`src/hdl/pcb_pkg.sv`:
```
// constants for the counter byte read port
package pcb_pkg;
   localparam int unsigned ADDR_W = 12;
   localparam int unsigned DATA_W = 8;
   localparam int unsigned CNT_W = 16;
   localparam int unsigned NUM_CNT = 11;
   // counter byte map: counter i high byte at base + 2i, low at +1
   localparam logic [11:0] CNT_BASE = 12'h050;
   localparam logic [11:0] LINE_VIOLATION_COUNT_HIGH = 12'h050;
   localparam logic [11:0] LINE_VIOLATION_COUNT_LOW = 12'h051;
   localparam logic [11:0] CNT_LAST = 12'h065;
   localparam logic [11:0] COUNTER_BYTE_HOLDING = 12'h06C;
   localparam logic [11:0] COUNTER_FREEZE = 12'h06E;
   localparam int unsigned FREEZE_BIT = 0;
   localparam logic [7:0] FREEZE_RESET = 8'h00;
   localparam logic [7:0] HOLD_RESET = 8'h00;
   localparam logic [7:0] UNMAPPED_READ = 8'h00;
   localparam logic [15:0] CNT_RESET = 16'h0000;
   localparam logic [15:0] CNT_MAX = 16'hFFFF;
   // counter index order
   localparam int unsigned CI_LINE_CODE_VIOLATION = 0;
   localparam int unsigned CI_FRAMING_ERROR = 1;
   localparam int unsigned CI_FAR_END_BLOCK_ERROR = 2;
   localparam int unsigned CI_PARITY_ERROR = 3;
   localparam int unsigned CI_HEADER_CHECK_SINGLE = 4;
   localparam int unsigned CI_HEADER_CHECK_MULTI = 5;
   localparam int unsigned CI_RX_IDLE_CELL = 6;
   localparam int unsigned CI_RX_VALID_CELL = 7;
   localparam int unsigned CI_DISCARDED_CELL = 8;
   localparam int unsigned CI_TX_IDLE_CELL = 9;
   localparam int unsigned CI_TX_VALID_CELL = 10;
endpackage

```
`src/hdl/pcb_event_counter.sv`:
```
// one 16-bit clear-on-read event counter
`timescale 1ns/10ps
module pcb_event_counter (
   input wire logic clk, // 40 MHz clock
   input wire logic srst, // synchronous reset, high
   input wire logic inc, // count one event
   input wire logic freeze, // hold count
   input wire logic clr, // clear on read
   output logic [15:0] count // current count
);
   // clear wins over old value but an event in that cycle still counts
   always_ff @(posedge clk) begin
      if (srst) begin
         count <= pcb_pkg::CNT_RESET;
      end else if (clr) begin
         count <= (inc && !freeze) ? 16'h0001 : pcb_pkg::CNT_RESET;
      end else if (inc && !freeze && count != pcb_pkg::CNT_MAX) begin
         count <= count + 16'h0001;
      end
   end
endmodule

```
`src/hdl/pcb_perf_counter_port.sv`:
```
// byte-wide host port with clear-on-read counters and holding register
//
// Summary of operation
// - data moves over an 8-bit two-way bus driven on reads, sampled on writes.
// - any even or odd address may be read or written, with no alignment.
// - ordinary registers are one byte, so one access covers one register.
// - both separate-strobe and data-strobe-plus-direction bus styles work.
// - single programmed transfers and bursts with address advance both work.
// - each counter is 16 bits seen as a high byte and a low byte.
// - eleven counters exist for line, framing, block, parity and cell events.
// - reading either byte of a counter clears the whole counter to zero, or to one if an event counts in that same cycle.
// - the line code violation counter high byte is 0x50 and low byte 0x51.
// - reading a counter byte copies its companion byte into 0x6c first.
// - a static select picks data-strobe style when high, two strobes when low.
`timescale 1ns/10ps
module pcb_perf_counter_port (
   input wire logic clk, // 40 MHz clock
   input wire logic srst, // synchronous reset, high
   input wire logic bus_style_select, // 1 data strobe style, 0 two strobes
   input wire logic cs_n, // chip select, low
   input wire logic ale_as, // address latch / address strobe
   input wire logic rd_ds, // read strobe or data strobe, low
   input wire logic wr_rw, // write strobe, or read high / write low
   input wire logic [11:0] addr, // host address
   input wire logic [7:0] data_in, // data bus input side
   output logic [7:0] data_out, // data bus output side
   output logic data_oe, // high while driving data bus
   output logic rdy_n, // ready / transfer acknowledge
   input wire logic [10:0] count_event // one pulse per event, per counter
);
   ////////////////////////////////////////////////////////////////////////
   // address decode helpers
   function automatic logic is_counter(input logic [11:0] a);
      return (a >= pcb_pkg::CNT_BASE) && (a <= pcb_pkg::CNT_LAST);
   endfunction

   function automatic logic [3:0] counter_index(input logic [11:0] a);
      logic [11:0] off;
      off = a - pcb_pkg::CNT_BASE;
      return off[4:1];
   endfunction

   logic rd_act;
   logic wr_act;
   logic rd_act_q;
   logic wr_act_q;
   logic rd_start;
   logic wr_end;
   logic acc_end;
   logic ale_open;
   logic [11:0] addr_lat;
   logic [7:0] wr_data_q;
   logic [7:0] freeze_reg;
   logic [7:0] holding;
   logic [15:0] counts [pcb_pkg::NUM_CNT];
   logic [10:0] clr_vec;
   logic [3:0] rd_idx;
   logic [15:0] rd_cnt;
   logic [7:0] next_data_out;
   logic busy;
   logic done;

   ////////////////////////////////////////////////////////////////////////
   // strobe decode for both bus styles
   always_comb begin
      if (bus_style_select) begin
         rd_act = !cs_n && !rd_ds && wr_rw;
         wr_act = !cs_n && !rd_ds && !wr_rw;
         ale_open = !ale_as;
      end else begin
         rd_act = !cs_n && !rd_ds;
         wr_act = !cs_n && !wr_rw;
         ale_open = ale_as;
      end
   end

   assign rd_start = rd_act && !rd_act_q;
   assign wr_end = wr_act_q && !wr_act;
   assign acc_end = wr_end || (rd_act_q && !rd_act);

   // strobe history for edge detection
   always_ff @(posedge clk) begin
      if (srst) begin
         rd_act_q <= 1'b0;
         wr_act_q <= 1'b0;
      end else begin
         rd_act_q <= rd_act;
         wr_act_q <= wr_act;
      end
   end

   // write data captured while the strobe is low, used at its release
   always_ff @(posedge clk) begin
      if (srst) begin
         wr_data_q <= 8'h00;
      end else if (wr_act) begin
         wr_data_q <= data_in;
      end
   end

   ////////////////////////////////////////////////////////////////////////
   // address latch, advancing after each access for bursts
   always_ff @(posedge clk) begin
      if (srst) begin
         addr_lat <= 12'h000;
      end else if (ale_open) begin
         addr_lat <= addr;
      end else if (acc_end) begin
         addr_lat <= addr_lat + 12'h001;
      end
   end

   ////////////////////////////////////////////////////////////////////////
   // counters
   assign rd_idx = counter_index(addr_lat);
   assign rd_cnt = counts[rd_idx];

   // clear pulse for the counter whose byte is being read
   always_comb begin
      clr_vec = 11'h000;
      if (rd_start && is_counter(addr_lat)) begin
         clr_vec[rd_idx] = 1'b1;
      end
   end

   // eleven 16-bit counters
   genvar gi;
   generate
      for (gi = 0; gi < pcb_pkg::NUM_CNT; gi++) begin : g_cnt
         pcb_event_counter u_cnt (
            .clk(clk),
            .srst(srst),
            .inc(count_event[gi]),
            .freeze(freeze_reg[pcb_pkg::FREEZE_BIT]),
            .clr(clr_vec[gi]),
            .count(counts[gi])
         );
      end
   endgenerate

   ////////////////////////////////////////////////////////////////////////
   // holding register takes the unread byte of a counter
   always_ff @(posedge clk) begin
      if (srst) begin
         holding <= pcb_pkg::HOLD_RESET;
      end else if (rd_start && is_counter(addr_lat)) begin
         holding <= addr_lat[0] ? rd_cnt[15:8] : rd_cnt[7:0];
      end
   end

   // freeze control register, the only writable byte here
   always_ff @(posedge clk) begin
      if (srst) begin
         freeze_reg <= pcb_pkg::FREEZE_RESET;
      end else if (wr_end && addr_lat == pcb_pkg::COUNTER_FREEZE) begin
         freeze_reg <= wr_data_q;
      end
   end

   ////////////////////////////////////////////////////////////////////////
   // read data mux, any byte address
   always_comb begin
      next_data_out = pcb_pkg::UNMAPPED_READ;
      if (is_counter(addr_lat)) begin
         // even byte is high, odd is low
         next_data_out = addr_lat[0] ? rd_cnt[7:0] : rd_cnt[15:8];
      end else if (addr_lat == pcb_pkg::COUNTER_BYTE_HOLDING) begin
         next_data_out = holding;
      end else if (addr_lat == pcb_pkg::COUNTER_FREEZE) begin
         next_data_out = freeze_reg;
      end
   end

   // read data loaded once at strobe start so the clear cannot disturb it
   always_ff @(posedge clk) begin
      if (srst) begin
         data_out <= 8'h00;
      end else if (rd_start) begin
         data_out <= next_data_out;
      end
   end

   // bus driven only while a read strobe is active
   always_ff @(posedge clk) begin
      if (srst) begin
         data_oe <= 1'b0;
      end else begin
         data_oe <= rd_act;
      end
   end

   ////////////////////////////////////////////////////////////////////////
   // ready: two-strobe style goes low until ready, data-strobe acks low
   assign busy = rd_act || wr_act;
   assign done = (rd_act && rd_act_q) || (wr_act && wr_act_q);

   always_ff @(posedge clk) begin
      if (srst) begin
         rdy_n <= 1'b1;
      end else if (bus_style_select) begin
         rdy_n <= !done;
      end else begin
         rdy_n <= !(busy && !done);
      end
   end
endmodule

```
`config.mk`:
```
export PLATFORM = sky130hd
export DESIGN_NAME = pcb_perf_counter_port
export DESIGN_NICKNAME = d
export VERILOG_FILES = /design/src/hdl/pcb_pkg.sv /design/src/hdl/pcb_event_counter.sv /design/src/hdl/pcb_perf_counter_port.sv
export SDC_FILE = /design/constraint.sdc
export NUM_CORES = 1
export LEC_CHECK = 0
export ABC_AREA = 1
export BUFFER_PORTS_ARGS = -buffer_cell sky130_fd_sc_hd__buf_2
export CAP_MARGIN = 20
export CORE_UTILIZATION = 35
export DETAILED_ROUTE_END_ITERATION = 6
export PLACE_DENSITY = 0.51
export RECOVER_POWER = 100
export SETUP_SLACK_MARGIN = 0.05
export SYNTH_ARGS = -nofsm -noshare
export SYNTH_HDL_FRONTEND = slang
export SYNTH_SLANG_ARGS = --single-unit
```
`constraint.sdc`:
```
create_clock -name clk -period 2.32 [get_ports clk]
set_input_delay 0.464 -clock clk [delete_from_list [all_inputs] [get_ports clk]]
set_output_delay 0.464 -clock clk [all_outputs]
set_load 0.02 [all_outputs]
```
# After elaboration in Yosys (flattened, before gate mapping)
# Cells that the tools add are included.
# Widths: inputs -> output; s select.
[totals] reg_bits=223 input_bits=38 output_inout_bits=10 word_cells=162
[classes] add_sub_neg=13 magnitude_cmp=5 eq_ne=13 muxes=50 bitwise_logic=1 reduce_logical=61
[op_table] operator="$mux 16" n=24
[op_table] operator="$add 16x1->16 const B" n=11
[op_table] operator="$ne 16x16->1 const B" n=11
[op_table] operator="$bmux 16 s4" n=1
[op_table] operator="$mux 8" n=5
[op_table] operator="$logic_and 1x1->1" n=36
[op_table] operator="$eq 12x7->1 const B" n=2
[op_table] operator="$mux 12" n=2
[op_table] operator="$reduce_bool 2->1" n=12
[op_table] operator="$mux 1" n=16
[op_table] operator="$add 12x1->12 const B" n=1
[op_table] operator="$ge 12x7->1 const B" n=1
[op_table] operator="$le 12x7->1 const B" n=1
[op_table] operator="$mux 11" n=1
[op_table] operator="$logic_not 1->1" n=10
[op_table] operator="$ge 5x5->1 const B" n=1
[op_table] operator="$lt 4x5->1 const B" n=1
[op_table] operator="$not 4->5" n=1
[op_table] operator="$sub 5x5->5 const B" n=1
[op_table] operator="$demux 1 s4" n=1
[op_table] operator="$ge 4x1->1 const B" n=1
[op_table] operator="$logic_or 1x1->1" n=3

# Logic depth before layout (Yosys ltp)
[depth] word_depth=10 mapped_depth=17 ltp_nobuf=15

# Modules after synthesis
# A second synthesis with hierarchy kept.
[unflattened] hier_cells=2732 hier_area_um2=15967.8
[modules_own_cells] mod="pcb_event_counter" n_inst=11 cells_each=172 area_per_inst_um2=1038.5 seq_area_each_um2=320.3
[modules_own_cells] mod="pcb_perf_counter_port" n_inst=1 cells_each=840 area_per_inst_um2=4544.4 seq_area_each_um2=940.9

# Least setup slack after synthesis
# Ideal clock, no wire load.
[synth_path] kind="register to register" start="register addr_lat[0]" end="register holding[0]" setup_time_ps=116 arrival_ps=2173 t_required_ps=2204 setup_slack_ps=31 path_stages_with_launch=17 n_path_buf=4 synth_period_minus_slack_ps=2289 path_cell_list="dfxtp_1 buf_2 clkinv_1 buf_1 ha_1 inv_1 nand2_1 nand2_1 nand3_1 nand2_1 nand2_2 nand2_2 nor2_8 buf_6 buf_8 o211ai_1 inv_1"
[synth_between] elab_chain_len=6 word_cells_on_any_way=10 cone_classes="add/sub (1); order compare (2); mux (4); bitwise (1); reduce/logical (2)"
[synth_lines] element="start: declaration" line="pcb_perf_counter_port.sv:51" rtl="logic [11:0] addr_lat;"
[synth_lines] element="start signal: assignment" line="pcb_perf_counter_port.sv:107" rtl="addr_lat <= addr;"
[synth_lines] element="start signal: assignment" line="pcb_perf_counter_port.sv:109" rtl="addr_lat <= addr_lat + 12'h001;"
[synth_lines] element="$sub 5x5->5" line="pcb_perf_counter_port.sv:39" rtl="off = a - pcb_pkg::CNT_BASE;"
[synth_lines] element="$not 4->5 (not written as such)" line="pcb_perf_counter_port.sv:116" rtl="assign rd_cnt = counts[rd_idx];"
[synth_lines] element="$bmux 16 s4" line="pcb_perf_counter_port.sv:116"
[synth_lines] element="$mux 16 (not written as such) (2 in series)" line="pcb_perf_counter_port.sv:116"
[synth_lines] element="$mux 8" line="pcb_perf_counter_port.sv:147" rtl="holding <= addr_lat[0] ? rd_cnt[15:8] : rd_cnt[7:0];"
[synth_lines] element="end signal: assignment" line="pcb_perf_counter_port.sv:145" rtl="holding <= pcb_pkg::HOLD_RESET;"
[synth_lines] element="end signal: assignment" line="pcb_perf_counter_port.sv:147"
[synth_lines] element="end: declaration" line="pcb_perf_counter_port.sv:54" rtl="logic [7:0] holding;"
# Parallel ways exist; a longest one is shown, timed or not. The select of a mux whose other input is x is not followed.
# A chain may end at the register's enable or synchronous reset.

# Worst setup path after layout
[layout_path] start="register addr_lat[1]" end="register g_cnt[9].u_cnt.count[2]"
[layout_between] elab_chain_len=7 word_cells_on_any_way=13 cone_classes="add/sub (1); order compare (4); mux (4); reduce/logical (4)"
[layout_lines] element="$sub 5x5->5" line="pcb_perf_counter_port.sv:39"
[layout_lines] element="$lt 4x5->1 (not written as such) / $ge 4x1->1 (equally long branches)" line="pcb_perf_counter_port.sv:122" rtl="clr_vec[rd_idx] = 1'b1;"
[layout_lines] element="$logic_and 1x1->1 (not written as such)" line="pcb_perf_counter_port.sv:122"
[layout_lines] element="$mux 1 (not written as such)" line="pcb_perf_counter_port.sv:122"
[layout_lines] element="$demux 1 s4" line="pcb_perf_counter_port.sv:122"
[layout_lines] element="$mux 11 *" line="pcb_perf_counter_port.sv:121" rtl="if (rd_start && is_counter(addr_lat)) begin"
[layout_lines] element="$mux 16 / $reduce_bool 2->1 (equally long branches)"
[layout_lines] element="end signal: assignment" line="pcb_event_counter.sv:14" rtl="count <= pcb_pkg::CNT_RESET;"
[layout_lines] element="end signal: assignment" line="pcb_event_counter.sv:16" rtl="count <= (inc && !freeze) ? 16'h0001 : pcb_pkg::CNT_RESET;"
[layout_lines] element="end signal: assignment" line="pcb_event_counter.sv:18" rtl="count <= count + 16'h0001;"
[layout_lines] element="end: declaration" line="pcb_event_counter.sv:9" rtl="output logic [15:0] count"
# Mark *: on every way between the ends. The rest lies on a longest branch, timed or not.

==> reports/qor.yml <==
yosys:
  synth_seq_cells: 223
  syn_avg_cell_area_um2: 6.32
  mappedNetlistArea_um2: 14000
  syn-num-nets: 2276
  ys_seq_area_share_pct: 31.8
  ys_types: 44
  synth_cells: 2222
  synthFlopType: "dfxtp_1"
  synth-edff-count: 0
  synth-async-reset-ratio_pct: 0
  yosysWarnings: 0
power:
  p_leak_uw: 0.00673
  p_total_uw: 10100
  power_density_nw_per_um2: 617
  max-vdd-ir-drop_mv: 0.586
clocking:
  cts_sinks: 223
  cts_buffer_depth: 3
  cts.htree.levels: 1
  cts_tree: "yes"
  clkTransAtPathRegs_ns: 0.06
  cts_inserted_buffers: 29
  cts_root_buffer: "clkbuf_16"
  clock_latency_ns: 0.57
sta:
  final_hold_viol_count: 0
  setup_ws_ns: 0.190
  worst_pin_slew_ns: 0.806
  min_period_over_period_pct: 91.8
  maxSlewViolCount: 0
  hold-worst-slack_ns: 0.138
  setup_viol: 0
  fin_crit_ns: 2.13
  slew_headroom_pct: 46.2
  finClkSkew_ns: 0.0218
  fin_tns_setup_ns: 0
  rsz0062_at_grt: "yes"
  max_freq_mhz: 469
setup_path:
  reg2reg_depth: 10
  path_class: "register to register"
  crit_top_cell: "nand2_1"
  slowest_delay_ns: 0.37
  critPathRequiredTime_ns: 2.79
  cp.arrival_ns: 2.60
  r2r_start: "addr_lat[1]"
  critical-path-slowest-cell: "dfxtp_1"
  cp_max_fo: 6
  crit_chain: "clkinv_1 > clkbuf_2 > nor2_4 > nand2_1 > inv_1 > nand4_1 > nand2_2 > clkinvlp_2 > nand2_1 > nor2_1"
  reg2reg_to: "g_cnt[9].u_cnt.count[2]"
  cp-start-kind: "register"
  worst_setup_path_end_kind: "register"
  regToRegSetupSlack_ns: 0.19
detailed_routing:
  drtPass1Iterations: 5
  drc: 0
  ant_nets: 0
  vias: 14600
  drt_wl_total_um: 45600
  drt_iter0_drc: 1053
  vias_per_cell: 5.12
  wl_per_cell_um: 15.9
layout:
  fill_cells: 4378
  area_growth_pct: 16.8
  largest_reg_flops: 176
  drive_above_1_share_pct: 9.85
  regMostFlops: "g_cnt.u_cnt.count"
  nets: 2367
  diodes: 0
  top_regs: "g_cnt.u_cnt.count (176), addr_lat (12)"
placement:
  dpl_worst_slack_ns: 0.153
  hpwl_um: 34100
  gp_congestion: 0.892
  portBuffers: 47
die:
  coreArea_um2: 39600
  die_x_um: 202
  die_area_um2: 40900
  rows: 73
  io_pins: 48
  start_util_pct: 35.4
  die_h_um: 202
run_status:
  status: "completed"
global_routing:
  grt_usage_pct: 21.9
  grt_pass1_wl_um: 72800
  grt_pass1_vias: 13700
  grt_overflow: 0
  grt_max_degree: 106
  antenna_found_initial: 0
job:
  drv_cap: 0
worst_hold_path:
  min_to: "rdy_n"
  holdCritPathClass: "input pin to register"
  min_path_cells: 2
  hp-start: "bus_style_select"
worst max path at each step:
| stage | from | endpoint | slack (ns) | cells after the start |
|---|---|---|---|---|
| finish | addr_lat[1] | g_cnt[9].u_cnt.count[2] | 0.19 | 10 |
| global route | g_cnt[10].u_cnt.count[0] | g_cnt[10].u_cnt.count[0] | 0.02 | 12 |
| CTS | g_cnt[0].u_cnt.count[0] | g_cnt[0].u_cnt.count[12] | 0.17 | 10 |
| detailed placement | cs_n | g_cnt[3].u_cnt.count[14] | 0.15 | 9 |
| global placement | g_cnt[10].u_cnt.count[0] | g_cnt[10].u_cnt.count[15] | 0.17 | 11 |
| floorplan | addr_lat[0] | holding[0] | 0.11 | 16 |
Yosys cell counts, types with 5 or more instances:
cell | number | area [µm²]
buf_2 | 39 | 195
o22ai_1 | 17 | 106
a22oi_1 | 8 | 60.1
xor2_1 | 95 | 832
xnor2_1 | 15 | 131
o21ai_0 | 97 | 485
nand4_1 | 43 | 269
buf_4 | 7 | 52.6
nand2_2 | 7 | 43.8
nor2_1 | 217 | 815
nand3_1 | 296 | 1480
a21oi_1 | 171 | 856
dfxtp_1 | 223 | 4460
clkbuf_1 | 38 | 143
nand2_1 | 491 | 1840
inv_2 | 9 | 33.8
inv_1 | 272 | 1020
nand3b_1 | 10 | 75.1
a31oi_1 | 5 | 31.3
nor2_2 | 7 | 43.8
ha_1 | 16 | 200
a211oi_1 | 14 | 105
o21a_1 | 5 | 37.5
o211ai_1 | 8 | 60.1
nor3_1 | 76 | 380
metrics by stage:
stage / cell area [µm²] / cells / utilization (%)
floorplan: 14000 / 2222 / -
global placement: 15300 / 2801 / 38.6
detailed placement: 15300 / 2801 / 38.6
CTS: 16400 / 2855 / 41.3
global route: 16400 / 2861 / 41.4
finish: 16400 / 2861 / 41.4
power by group:
group | switching, µW | leakage (µW) | internal (µW)
clock network | 1890 | 0.000522 | 3130
registers | 89.8 | 0.00181 | 3920
logic | 729 | 0.00440 | 361
total | 2710 | 0.00673 | 7410
repair_timing:
item / 4_1_cts / 5_1_grt
endpoints found under the setup margin: 0 / 85
gates resized for setup: 0 / 25
hold buffers: 0 / 0
buffers inserted: 0 / 4
logic make-up after synthesis:
| logic type | share of synthesized area (%) |
|---|---|
| XOR/XNOR | 6.86 |
| AO/OA/AOI/OAI | 13.5 |
| AND/OR/NAND/NOR | 35.7 |
| adder cells (fa/ha/maj) | 1.43 |
| buffers and inverters | 10.7 |
| flip-flops | 31.8 |
critical path, delay by kind of cell (launching register included):
kind,cells,cell delay (ns)
flops,1,0.37
buf+inv,4,0.74
simple gates,6,0.92
metal layers:
layer  global-route usage [%]  share of wire [%]
met1                     28.8                 46
met2                     37.0                 47
met3                     3.10                4.8
met4                     6.55                2.9
met5                        0                  0
cell usage in the layout (no fill, tap or decap), types with 8 or more instances in the layout:
cell         n
ha_1        15
clkbuf_1    17
nand2_2      9
nand2_1    488
a22oi_1      8
nand4_1     43
a211oi_1    14
a21oi_1    172
dfxtp_1    222
nand3_1    296
nor2_1     218
buf_2       36
o211ai_1     8
o21ai_0     98
xnor2_1     15
clkbuf_16   29
nand3b_1    10
xor2_1      95
inv_1      265
buf_4       81
nor3_1      76
inv_2       10
o22ai_1     17
layout make-up:
| class | instances | area [µm²] | share of cell area (%) |
|---|---|---|---|
| Clock buffer | 36 | 802 | 4.89 |
| Inverter | 285 | 1080 | 6.61 |
| Sequential cell | 223 | 4470 | 27.2 |
| Timing Repair inverter | 2 | 12.5 | 0.0763 |
| Timing Repair Buffer | 148 | 1020 | 6.22 |
| Clock inverter | 18 | 268 | 1.63 |
| Multi-Input combinational cell | 1624 | 8100 | 49.3 |
| Tap cell | 525 | 657 | 4.00 |
No activity file was read; power rests on OpenSTA's default activity.
